<file path="src/dou_consts.vh">
`ifndef DOU_CONSTS_VH
`define DOU_CONSTS_VH

// Channel count and code width
`define DOU_NCH 8
`define DOU_DW 14
`define DOU_CHW 3

// Reset codes of the data registers and latches
`define DOU_CODE_ZERO 14'h0000
`define DOU_CODE_MID 14'h2000

// Offset register defaults per code format
`define DOU_OFS_USB 14'h2666
`define DOU_OFS_BTC 14'h0666

// Input data register reset value
`define DOU_INDATA_RST 14'h0000

// General-purpose pins
`define DOU_GPIO_N 3
`define DOU_GPIO_RST 3'h7

// Cycles after reset release before the straps are taken (covers the synchroniser)
`define DOU_INIT_CYC 2'h3

// Reset value of the pin synchroniser: strobes and selects idle high
`define DOU_PIN_RST 7'h7f

`endif

</file>
<file path="src/dou_sync.v">
`timescale 1ns/10ps
`include "dou_consts.vh"

module dou_sync #(
	parameter W = 1,
	parameter [W-1:0] RST_VAL = {W{1'b0}}
) (
	input  wire         clk,
	input  wire         rst_n,
	input  wire [W-1:0] d,
	output reg  [W-1:0] q
);

	reg [W-1:0] meta;

	// Two-stage synchroniser; the first stage feeds only the second
	always @(posedge clk or negedge rst_n) begin
		if (!rst_n) begin
			meta <= RST_VAL;
			q    <= RST_VAL;
		end else begin
			meta <= d;
			q    <= meta;
		end
	end

endmodule

</file>
<file path="src/dou_chan.v">
`timescale 1ns/10ps
`include "dou_consts.vh"

module dou_chan (
	input  wire                clk,
	input  wire                rst_n,
	input  wire                preset,
	input  wire [`DOU_DW-1:0]  preset_code,
	input  wire                wr,
	input  wire [`DOU_DW-1:0]  wr_data,
	input  wire                direct,
	input  wire                load,
	output reg  [`DOU_DW-1:0]  dreg,
	output reg  [`DOU_DW-1:0]  latch,
	output reg                 accessed
);

	// One channel: data register, latch and access flag
	always @(posedge clk or negedge rst_n) begin
		if (!rst_n) begin
			dreg     <= `DOU_CODE_ZERO;
			latch    <= `DOU_CODE_ZERO;
			accessed <= 1'b0;
		end else if (preset) begin
			dreg     <= preset_code;                  // [RULE8] [RULE11]
			latch    <= preset_code;                  // [RULE8] [RULE11]
			accessed <= 1'b0;
		end else begin
			if (wr) begin
				dreg <= wr_data;
			end
			// Direct write bypasses the access flag; otherwise only accessed latches reload
			if (wr && direct) begin
				latch <= wr_data;                     // [RULE17] [RULE18]
			end else if (load && accessed) begin
				latch <= dreg;                        // [RULE16]
			end
			// A write in the load cycle keeps the flag set for the next load
			accessed <= (wr & ~direct) | (accessed & ~load); // [RULE23]
		end
	end

endmodule

</file>
<file path="src/dou_ctrl.v">
// Summary of operation
// RULE1 - Output-mode GPIO floats when its bit is 1, drives low when 0.
// RULE2 - Reading a GPIO bit returns the level now on that pin.
// RULE3 - Every reset sets all GPIO bits to 1 so the pins float.
// RULE4 - Clear low grounds all outputs and puts output buffers in high impedance.
// RULE5 - Strobes ignored during clear; released with strobe high, stay cleared until strobe low.
// RULE6 - With strobe held low, outputs return to latch values when clear rises.
// RULE7 - Clear leaves zero, gain, input, data registers and latches untouched.
// RULE8 - Power-on loads offset, data, latches from reset level; input data cleared.
// RULE9 - Dual supply reset codes depend on level and format; offset 2666h or 0666h.
// RULE10 - Single supply disables offset converter, same reset data codes.
// RULE11 - Hardware reset holds registers and latches at reset values, input data cleared.
// RULE12 - During hardware reset serial port disabled, select ignored, serial output floats.
// RULE13 - After reset outputs keep reset values; serial port resumes.
// RULE14 - Host keeps chip select high while driving hardware reset.
// RULE15 - Update mode taken at power-on from strobe level: low async, high sync.
// RULE16 - Load refreshes only latches written since last load; others keep contents.
// RULE17 - Async mode ignores strobe and load bit; engine off updates at select rise.
// RULE18 - Async mode with engine on updates each latch when engine writes it.
// RULE19 - Sync mode, engine off: strobe low or load bit updates accessed latches together.
// RULE20 - Sync mode, engine on: load waits until engine finished its data writes.
// RULE21 - Sync mode without strobe low or load bit leaves latches unchanged.
// RULE22 - Host keeps strobe high before select falls and waits after select rises.
// RULE23 - One access flag per channel, set by write, cleared on latch refresh.
`timescale 1ns/10ps
`include "dou_consts.vh"

module dou_ctrl (
	input  wire                          core_clk,
	input  wire                          resetn,
	input  wire                          hw_reset_n,
	input  wire                          soft_reset,
	input  wire                          chip_select_n,
	input  wire                          output_clear_n,
	input  wire                          latch_load_strobe_n,
	input  wire                          reset_level_select,
	input  wire                          code_format_select,
	input  wire                          single_supply,
	input  wire                          host_wr_valid,
	input  wire [`DOU_CHW-1:0]           host_wr_chan,
	input  wire [`DOU_DW-1:0]            host_wr_data,
	input  wire                          latch_load_bit,
	input  wire                          correction_engine_on,
	input  wire                          eng_wr_valid,
	input  wire [`DOU_CHW-1:0]           eng_wr_chan,
	input  wire [`DOU_DW-1:0]            eng_wr_data,
	input  wire                          eng_busy,
	input  wire                          sdo_drive,
	input  wire                          gpio_wr,
	input  wire [`DOU_GPIO_N-1:0]        gpio_wr_data,
	input  wire [`DOU_GPIO_N-1:0]        gpio_in,
	output wire [`DOU_GPIO_N-1:0]        gpio_out,
	output wire [`DOU_GPIO_N-1:0]        gpio_oe_n,
	output reg  [`DOU_GPIO_N-1:0]        gpio_rd_data,
	output reg                           eng_req,
	output reg  [`DOU_CHW-1:0]           eng_req_chan,
	output reg  [`DOU_DW-1:0]            input_data,
	output wire [`DOU_NCH*`DOU_DW-1:0]   chan_latch,
	output wire [`DOU_NCH*`DOU_DW-1:0]   chan_data,
	output wire [`DOU_NCH-1:0]           access_flags,
	output reg                           outputs_cleared,
	output reg  [`DOU_DW-1:0]            offset_code,
	output reg                           offset_dac_on,
	output reg                           cal_defaults_load,
	output reg                           serial_enable,
	output wire                          sdo_oe_n,
	output reg                           sync_mode,
	output wire                          mode_valid
);

	reg  [1:0]                rst_pipe;
	wire                      rst_n;
	wire [6:0]                pin_s;
	wire [`DOU_GPIO_N-1:0]    gpio_s;
	wire                      hwrst_s;
	wire                      cs_s;
	wire                      clr_s;
	wire                      latch_load_strobe_n_s;
	wire                      rsel_s;
	wire                      fmt_s;
	wire                      single_s;
	reg                       cs_q;
	reg                       latch_load_strobe_n_q;
	reg  [1:0]                init_cnt;
	wire                      init_busy;
	wire                      rst_active;
	wire [`DOU_DW-1:0]        preset_code;
	reg                       pend_v;
	reg  [`DOU_CHW-1:0]       pend_ch;
	wire                      cs_rise;
	wire                      commit;
	wire                      latch_load_strobe_n_fall;
	wire                      ld_event;
	wire                      eng_idle;
	wire                      ld_fire;
	reg                       ld_pend;
	reg                       clear_hold;
	reg  [`DOU_GPIO_N-1:0]    gpio_bits;
	reg  [`DOU_NCH-1:0]       ch_wr;
	reg  [`DOU_DW-1:0]        ch_wr_data;

	// Reset release through two flip-flops; rest of the block uses rst_n
	always @(posedge core_clk or negedge resetn) begin
		if (!resetn) begin
			rst_pipe <= 2'h0;
		end else begin
			rst_pipe <= {rst_pipe[0], 1'b1};
		end
	end
	assign rst_n = rst_pipe[1];

	// Pins from outside the clock domain, each through two flip-flops
	dou_sync #(
		.W       (7),
		.RST_VAL (`DOU_PIN_RST)
	) u_pin_sync (
		.clk   (core_clk),
		.rst_n (rst_n),
		.d     ({hw_reset_n, chip_select_n, output_clear_n, latch_load_strobe_n,
		         reset_level_select, code_format_select, single_supply}),
		.q     (pin_s)
	);

	dou_sync #(
		.W       (`DOU_GPIO_N),
		.RST_VAL (`DOU_GPIO_RST)
	) u_gpio_sync (
		.clk   (core_clk),
		.rst_n (rst_n),
		.d     (gpio_in),
		.q     (gpio_s)
	);

	assign hwrst_s  = pin_s[6];
	assign cs_s     = pin_s[5];
	assign clr_s    = pin_s[4];
	assign latch_load_strobe_n_s   = pin_s[3];
	assign rsel_s   = pin_s[2];
	assign fmt_s    = pin_s[1];
	assign single_s = pin_s[0];

	// Edge history of select and strobe
	always @(posedge core_clk or negedge rst_n) begin
		if (!rst_n) begin
			cs_q   <= 1'b1;
			latch_load_strobe_n_q <= 1'b1;
		end else begin
			cs_q   <= cs_s;
			latch_load_strobe_n_q <= latch_load_strobe_n_s;
		end
	end

	// Power-on phase: wait until the synchronised straps are valid, then take the mode.
	// The mode is never taken again, so later strobe activity cannot change it.
	always @(posedge core_clk or negedge rst_n) begin
		if (!rst_n) begin
			init_cnt  <= 2'h0;
			sync_mode <= 1'b0;
		end else if (init_busy) begin
			init_cnt <= init_cnt + 2'h1;
			if (init_cnt == (`DOU_INIT_CYC - 2'h1)) begin
				sync_mode <= latch_load_strobe_n_s;                  // [RULE15]
			end
		end
	end
	assign init_busy  = (init_cnt != `DOU_INIT_CYC);
	assign mode_valid = ~init_busy;

	// Power-on phase, hardware reset pin and software reset all hold the block in reset
	assign rst_active = init_busy | ~hwrst_s | soft_reset; // [RULE8] [RULE11]

	// Reset data code: midscale code when level and format selects differ
	assign preset_code = (rsel_s ^ fmt_s) ? `DOU_CODE_MID : `DOU_CODE_ZERO; // [RULE9] [RULE10]

	// Offset register default, gain/zero default load, offset converter enable
	always @(posedge core_clk or negedge rst_n) begin
		if (!rst_n) begin
			offset_code       <= `DOU_OFS_USB;
			offset_dac_on     <= 1'b0;
			cal_defaults_load <= 1'b1;
		end else begin
			if (rst_active) begin
				offset_code <= fmt_s ? `DOU_OFS_BTC : `DOU_OFS_USB; // [RULE9]
			end
			offset_dac_on     <= ~single_s;           // [RULE10]
			cal_defaults_load <= rst_active;          // [RULE8] [RULE11]
		end
	end

	// Serial port is shut while in reset; SDO floats. Resumes on release.
	always @(posedge core_clk or negedge rst_n) begin
		if (!rst_n) begin
			serial_enable <= 1'b0;
		end else begin
			serial_enable <= ~rst_active;             // [RULE12] [RULE13]
		end
	end
	assign sdo_oe_n = ~(serial_enable & sdo_drive);   // [RULE12]

	// Select rise commits the staged word; ignored in reset since the host keeps
	// select high then, any edge seen is spurious [RULE14]
	assign cs_rise = cs_s & ~cs_q & ~rst_active;     // [RULE12]
	assign commit  = cs_rise & pend_v;

	// Input data register stages the host word until select rises
	always @(posedge core_clk or negedge rst_n) begin
		if (!rst_n) begin
			pend_v     <= 1'b0;
			pend_ch    <= {`DOU_CHW{1'b0}};
			input_data <= `DOU_INDATA_RST;
		end else if (rst_active) begin
			pend_v     <= 1'b0;
			input_data <= `DOU_INDATA_RST;            // [RULE8] [RULE11]
		end else if (host_wr_valid && serial_enable) begin
			pend_v     <= 1'b1;
			pend_ch    <= host_wr_chan;
			input_data <= host_wr_data;
		end else if (commit) begin
			pend_v <= 1'b0;
		end
	end

	// With the engine on, a committed word is handed to it instead of written direct
	always @(posedge core_clk or negedge rst_n) begin
		if (!rst_n) begin
			eng_req      <= 1'b0;
			eng_req_chan <= {`DOU_CHW{1'b0}};
		end else begin
			eng_req <= commit & correction_engine_on;
			if (commit) begin
				eng_req_chan <= pend_ch;
			end
		end
	end

	// Channel write select: host word with engine off, engine write with engine on
	always @* begin
		ch_wr      = {`DOU_NCH{1'b0}};
		ch_wr_data = input_data;
		if (!rst_active) begin
			if (commit && !correction_engine_on) begin
				ch_wr[pend_ch] = 1'b1;                // [RULE17]
			end else if (eng_wr_valid && correction_engine_on) begin
				ch_wr[eng_wr_chan] = 1'b1;            // [RULE18]
				ch_wr_data         = eng_wr_data;
			end
		end
	end

	// Load request in sync mode; strobe edges ignored while clear is low.
	// Async mode ignores both the strobe and the load bit.
	assign latch_load_strobe_n_fall = latch_load_strobe_n_q & ~latch_load_strobe_n_s;
	assign ld_event  = sync_mode & ~rst_active &
	                   ((latch_load_strobe_n_fall & clr_s) | latch_load_bit); // [RULE5] [RULE17] [RULE19]

	// Engine must be quiet, with nothing still pending for it, before latches load
	assign eng_idle = ~correction_engine_on |
	                  (~eng_busy & ~eng_req & ~eng_wr_valid & ~pend_v); // [RULE20]
	assign ld_fire  = (ld_pend | ld_event) & eng_idle;   // [RULE19] [RULE21]

	// Deferred load held until the engine drains
	always @(posedge core_clk or negedge rst_n) begin
		if (!rst_n) begin
			ld_pend <= 1'b0;
		end else if (rst_active) begin
			ld_pend <= 1'b0;
		end else begin
			ld_pend <= (ld_pend | ld_event) & ~ld_fire; // [RULE20]
		end
	end

	// Clear holds until clear is high and the strobe is low; with the strobe tied low
	// this releases at once. Only the output stage is touched, registers keep data.
	always @(posedge core_clk or negedge rst_n) begin
		if (!rst_n) begin
			clear_hold <= 1'b0;
		end else begin
			clear_hold <= ~clr_s | (clear_hold & latch_load_strobe_n_s); // [RULE4] [RULE5] [RULE6] [RULE7]
		end
	end

	// Outputs grounded with buffers off while held cleared
	always @(posedge core_clk or negedge rst_n) begin
		if (!rst_n) begin
			outputs_cleared <= 1'b0;
		end else begin
			outputs_cleared <= clear_hold & ~clr_s | clear_hold; // [RULE4]
		end
	end

	// Channel slots; async mode writes the latch together with the data register
	genvar gi;
	generate
		for (gi = 0; gi < `DOU_NCH; gi = gi + 1) begin : g_ch
			dou_chan u_ch (
				.clk         (core_clk),
				.rst_n       (rst_n),
				.preset      (rst_active),
				.preset_code (preset_code),
				.wr          (ch_wr[gi]),
				.wr_data     (ch_wr_data),
				.direct      (~sync_mode),
				.load        (ld_fire),
				.dreg        (chan_data[gi*`DOU_DW +: `DOU_DW]),
				.latch       (chan_latch[gi*`DOU_DW +: `DOU_DW]),
				.accessed    (access_flags[gi])
			);
		end
	endgenerate

	// GPIO bits: every reset floats the pins, software writes otherwise
	always @(posedge core_clk or negedge rst_n) begin
		if (!rst_n) begin
			gpio_bits <= `DOU_GPIO_RST;
		end else if (rst_active) begin
			gpio_bits <= `DOU_GPIO_RST;               // [RULE3]
		end else if (gpio_wr && serial_enable) begin
			gpio_bits <= gpio_wr_data;
		end
	end

	// Open drain: data always low, enable active low only where the bit is 0
	assign gpio_out  = {`DOU_GPIO_N{1'b0}};
	assign gpio_oe_n = gpio_bits;                     // [RULE1]

	// Read-back shows the pin level itself, not the stored bit
	always @(posedge core_clk or negedge rst_n) begin
		if (!rst_n) begin
			gpio_rd_data <= `DOU_GPIO_RST;
		end else begin
			gpio_rd_data <= gpio_s;                   // [RULE2]
		end
	end

	// Note: timing between select rise and a load request is the host's duty;
	// an early request loads whatever the data registers hold at that cycle [RULE22]

endmodule

</file>
<file path="config.mk">
export PLATFORM = sky130hd
export DESIGN_NAME = dou_ctrl
export DESIGN_NICKNAME = d
export VERILOG_FILES = /design/src/dou_sync.v /design/src/dou_chan.v /design/src/dou_ctrl.v
export VERILOG_INCLUDE_DIRS = /design/src
export SDC_FILE = /design/constraint.sdc
export NUM_CORES = 1
export LEC_CHECK = 0
export BUFFER_PORTS_ARGS = -buffer_cell sky130_fd_sc_hd__buf_2
export CORE_MARGIN = 5
export CORE_UTILIZATION = 43
export CTS_CLUSTER_SIZE = 24
export DETAILED_ROUTE_END_ITERATION = 12
export PLACE_DENSITY = 0.74
export REMOVE_ABC_BUFFERS = 1
export SLEW_MARGIN = 20
export SYNTH_ARGS = -nofsm -noshare
export SYNTH_HDL_FRONTEND = slang
export SYNTH_SLANG_ARGS = --single-unit
</file>
<file path="constraint.sdc">
create_clock -name core_clk -period 8.1 [get_ports core_clk]
set_input_delay 1.62 -clock core_clk [delete_from_list [all_inputs] [get_ports core_clk]]
set_output_delay 1.62 -clock core_clk [all_outputs]
set_load 0.1 [all_outputs]
</file>
==> impl_metrics.toml <==
[run_status]
outcome = "completed"

[detailed_routing]
wl_um = 53100
wire_per_inst_um = 26.1
vias_per_cell = 6.46
post-route-drc-count = 0
antenna_left = 0
drtIter0Drc = 2111
vias = 13100
dr.pass1.iters = 5

[global_route]
antenna_found_initial = 2
grt_usage = 0.283
grt_overflow_total = 0
grt_max_degree = 169
grt_pass1_vias = 12400
grt_first_pass_wirelength_um = 77900

[yosys]
synth-main-ff-cell = "dfrtp_1"
synth_area_per_cell_um2 = 10.0
synth_compound_gate_area_share = 0.257
synth_async_sr_flop_share = 1.00
synth_xor_area_frac = 0.00128
ys_seq_area_frac = 0.539
post-synth-top-count-cell = "dfrtp_1"
synth_edf_count = 0
synthTopCellsByCount = "dfrtp_1, a21oi_1, nor2_1, o21ai_0, nand4_1"
yosys.area.top_type = "dfrtp_1"
synth_top_family_by_area = "compound AO/OA/AOI/OAI gates"
yosys.area_share.simple = 0.132
synth_cells = 1373
ys_ff_latch = 294
synth_mux_area_frac = 0.0115
synth.distinct_cells = 58
syn_area_mm2 = 0.0137
netlist.area_leader.share = 0.481
ys_warn_count = 0
synth_area_leaders = "dfrtp_1, dfstp_2, a211oi_1"
synthAdderAreaFrac = 0.00182

[worst_setup_path]
critPathMaxStageDelay_ps = 890
path_delay_family = "buffers and inverters"
reg2reg_depth = 7
arrival_ps = 5160
worstPathRequired_ps = 8560
crit_path_end = "g_ch[7].u_ch.latch[12]"
path_buf_inv = 3
crit_fanout = 60
crit_chain = "buf_2 -> nand3b_4 -> clkinv_2 -> buf_4 -> a32oi_1 -> o21ai_0 -> o31ai_1"
cp-startpoint = "soft_reset"
reg2reg_to = "g_ch[7].u_ch.latch[12]"
cp_num_cells = 7
critPathSlowestCell = "clkinv_2"
cp-end-kind = "register"
crit_type = "input pin to register"
r2r_slack_ps = 3830
start_kind = "input pin"
r2r-start = "init_cnt[0]"

[placed_design]
dpl_cell_area_mm2 = 0.0154
hpwlAfterDp_um = 34300
port_buffers = 320
place.gp.congestion = 0.859
place_inst = 1971

[die]
die_w_um = 189
core_area_mm2 = 0.0316
io_pins = 337
die_y_um = 189
die_area_mm2 = 0.0356
initial_core_util = 0.435
num_rows = 65

[layout]
area_growth_pct = 19.8
fin_nets = 1664
final_area_mm2 = 0.0164
drive_gt1_frac = 0.285
nFillCells = 2861
final_cells = 2033
postLayoutCoreUtil = 0.521

[clock_tree]
insertion_delay_ps = 560
clkSlewWorstSetupHoldPaths_ps = 60
cts_setup_buffers = 0
htreeDepth = 1
clk_path_buf_depth = 3
holdBufCountCts = 0
cts_resized = 0
cts_tree = "done"
cts_root_buf = "clkbuf_16"
cts.sinks = 294
cts_buffers = 30

[sta]
fin_skew_ps = 14.7
period_share = 0.580
hold_ws_ps = 349
worst_slew_pin_slew_ps = 1230
maxSlewViolCount = 0
finalCriticalPeriod_ps = 4700
setup_viol = 0
hold_violations = 0
slew_headroom = 0.179
max_freq_ghz = 0.213
rsz0062_at_grt = "no"

[min_path]
hp-class = "register to register"

[power_and_ir_drop]
p_leak_uw = 0.00746
seq_power_share = 0.445
p_clk_frac = 0.410
total_power_uw = 3470
combPwrFrac = 0.145
p_sw_uw = 1050
swShare = 0.301
p_int_uw = 2430
p_per_area_mw_per_mm2 = 211
ir_worst_vdd_v = 0.000129

[flow_run]
maxCapViolCount = 0
## worst reg2reg max path, stage by stage (launching register included)
cell      delay [ps]
dfrtp_1          410
ha_1             320
nand3b_4         590
clkinv_2         920
buf_4            590
a32oi_1          820
o21ai_0          260
o31ai_1          260
## flip-flops by register name (all words and copies together), names as in the netlist, 7 cells and up
signal,count
g_ch.u_ch.accessed,8
g_ch.u_ch.dreg,112
g_ch.u_ch.latch,112
input_data,14
u_pin_sync.meta,7
u_pin_sync.q,7
## metrics by stage
step | setup WS (ps) | TNS [ps]
floorplan | -648 | -169740
global placement | 3150 | 0
detailed placement | 3030 | 0
CTS | 3610 | 0
global route | 3200 | 0
finish | 3400 | 0
## power groups by stage
| stage | sequential (uW) | clock, uW | combinational [uW] |
|---|---|---|---|
| after global routing | 1550 | 1500 | 523 |
| after detailed placement | 1570 | 0 | 495 |
| after CTS | 1540 | 1430 | 496 |
| after floorplan | 1740 | 0 | 161 |
| final | 1540 | 1420 | 504 |
| after global placement | 1570 | 0 | 489 |
## metal layers
| layer | up-vias | part of all wire | track usage |
|---|---|---|---|
| met1 | 6370 | 0.38 | 0.390 |
| met4 | 2 | 0.055 | 0.129 |
| met2 | 972 | 0.43 | 0.419 |
| met5 | - | 0.00024 | 0 |
| li1 | 5628 | - | - |
| met3 | 171 | 0.13 | 0.0758 |
## area by class of cell
class | instances | area, um2 | area share
timing repair buffer | 352 | 1860 | 0.113
multi-input combinational | 922 | 5650 | 0.344
sequential | 294 | 7400 | 0.450
inverter | 5 | 20.0 | 0.00122
tap | 402 | 503 | 0.0306
clock buffer | 48 | 920 | 0.0559
antenna | 3 | 7.51 | 0.000456
clock inverter | 7 | 85.1 | 0.00517
## kinds of logic after synthesis
family / count (synthesis)
buffers and inverters: 172
other: 2
adder cells (fa/ha/maj): 2
AO/OA/AOI/OAI: 539
XOR/XNOR: 2
AND/OR/NAND/NOR: 348
multiplexers: 14
flip-flops: 294
## worst min-delay path by stage
stage                             from              end  cells past startpoint
floorplan                  rst_pipe[0]      rst_pipe[1]                      0
global placement           rst_pipe[0]      rst_pipe[1]                      0
detailed placement         rst_pipe[0]      rst_pipe[1]                      0
CTS                 u_pin_sync.meta[6]  u_pin_sync.q[6]                      0
global route          u_gpio_sync.q[1]  gpio_rd_data[1]                      0
finish                     rst_pipe[0]      rst_pipe[1]                      0
## cells in the final DEF, fill, tap and decap left out, drive strengths merged, types with 14 or more instances in the layout
| cell type | Yosys | routed |
|---|---|---|
| nor2 | 117 | 117 |
| dfrtp | 264 | 264 |
| o21ai | 108 | 108 |
| nand3 | 15 | 15 |
| clkbuf | 102 | 49 |
| o31ai | 104 | 104 |
| mux2 | 14 | 14 |
| a211oi | 104 | 104 |
| and3 | 21 | 21 |
| dfstp | 30 | 30 |
| conb | 2 | 17 |
| nand2 | 55 | 55 |
| a21oi | 150 | 150 |
| nand4 | 105 | 105 |
| buf | 65 | 351 |
Power figures use the tool's default switching activity.
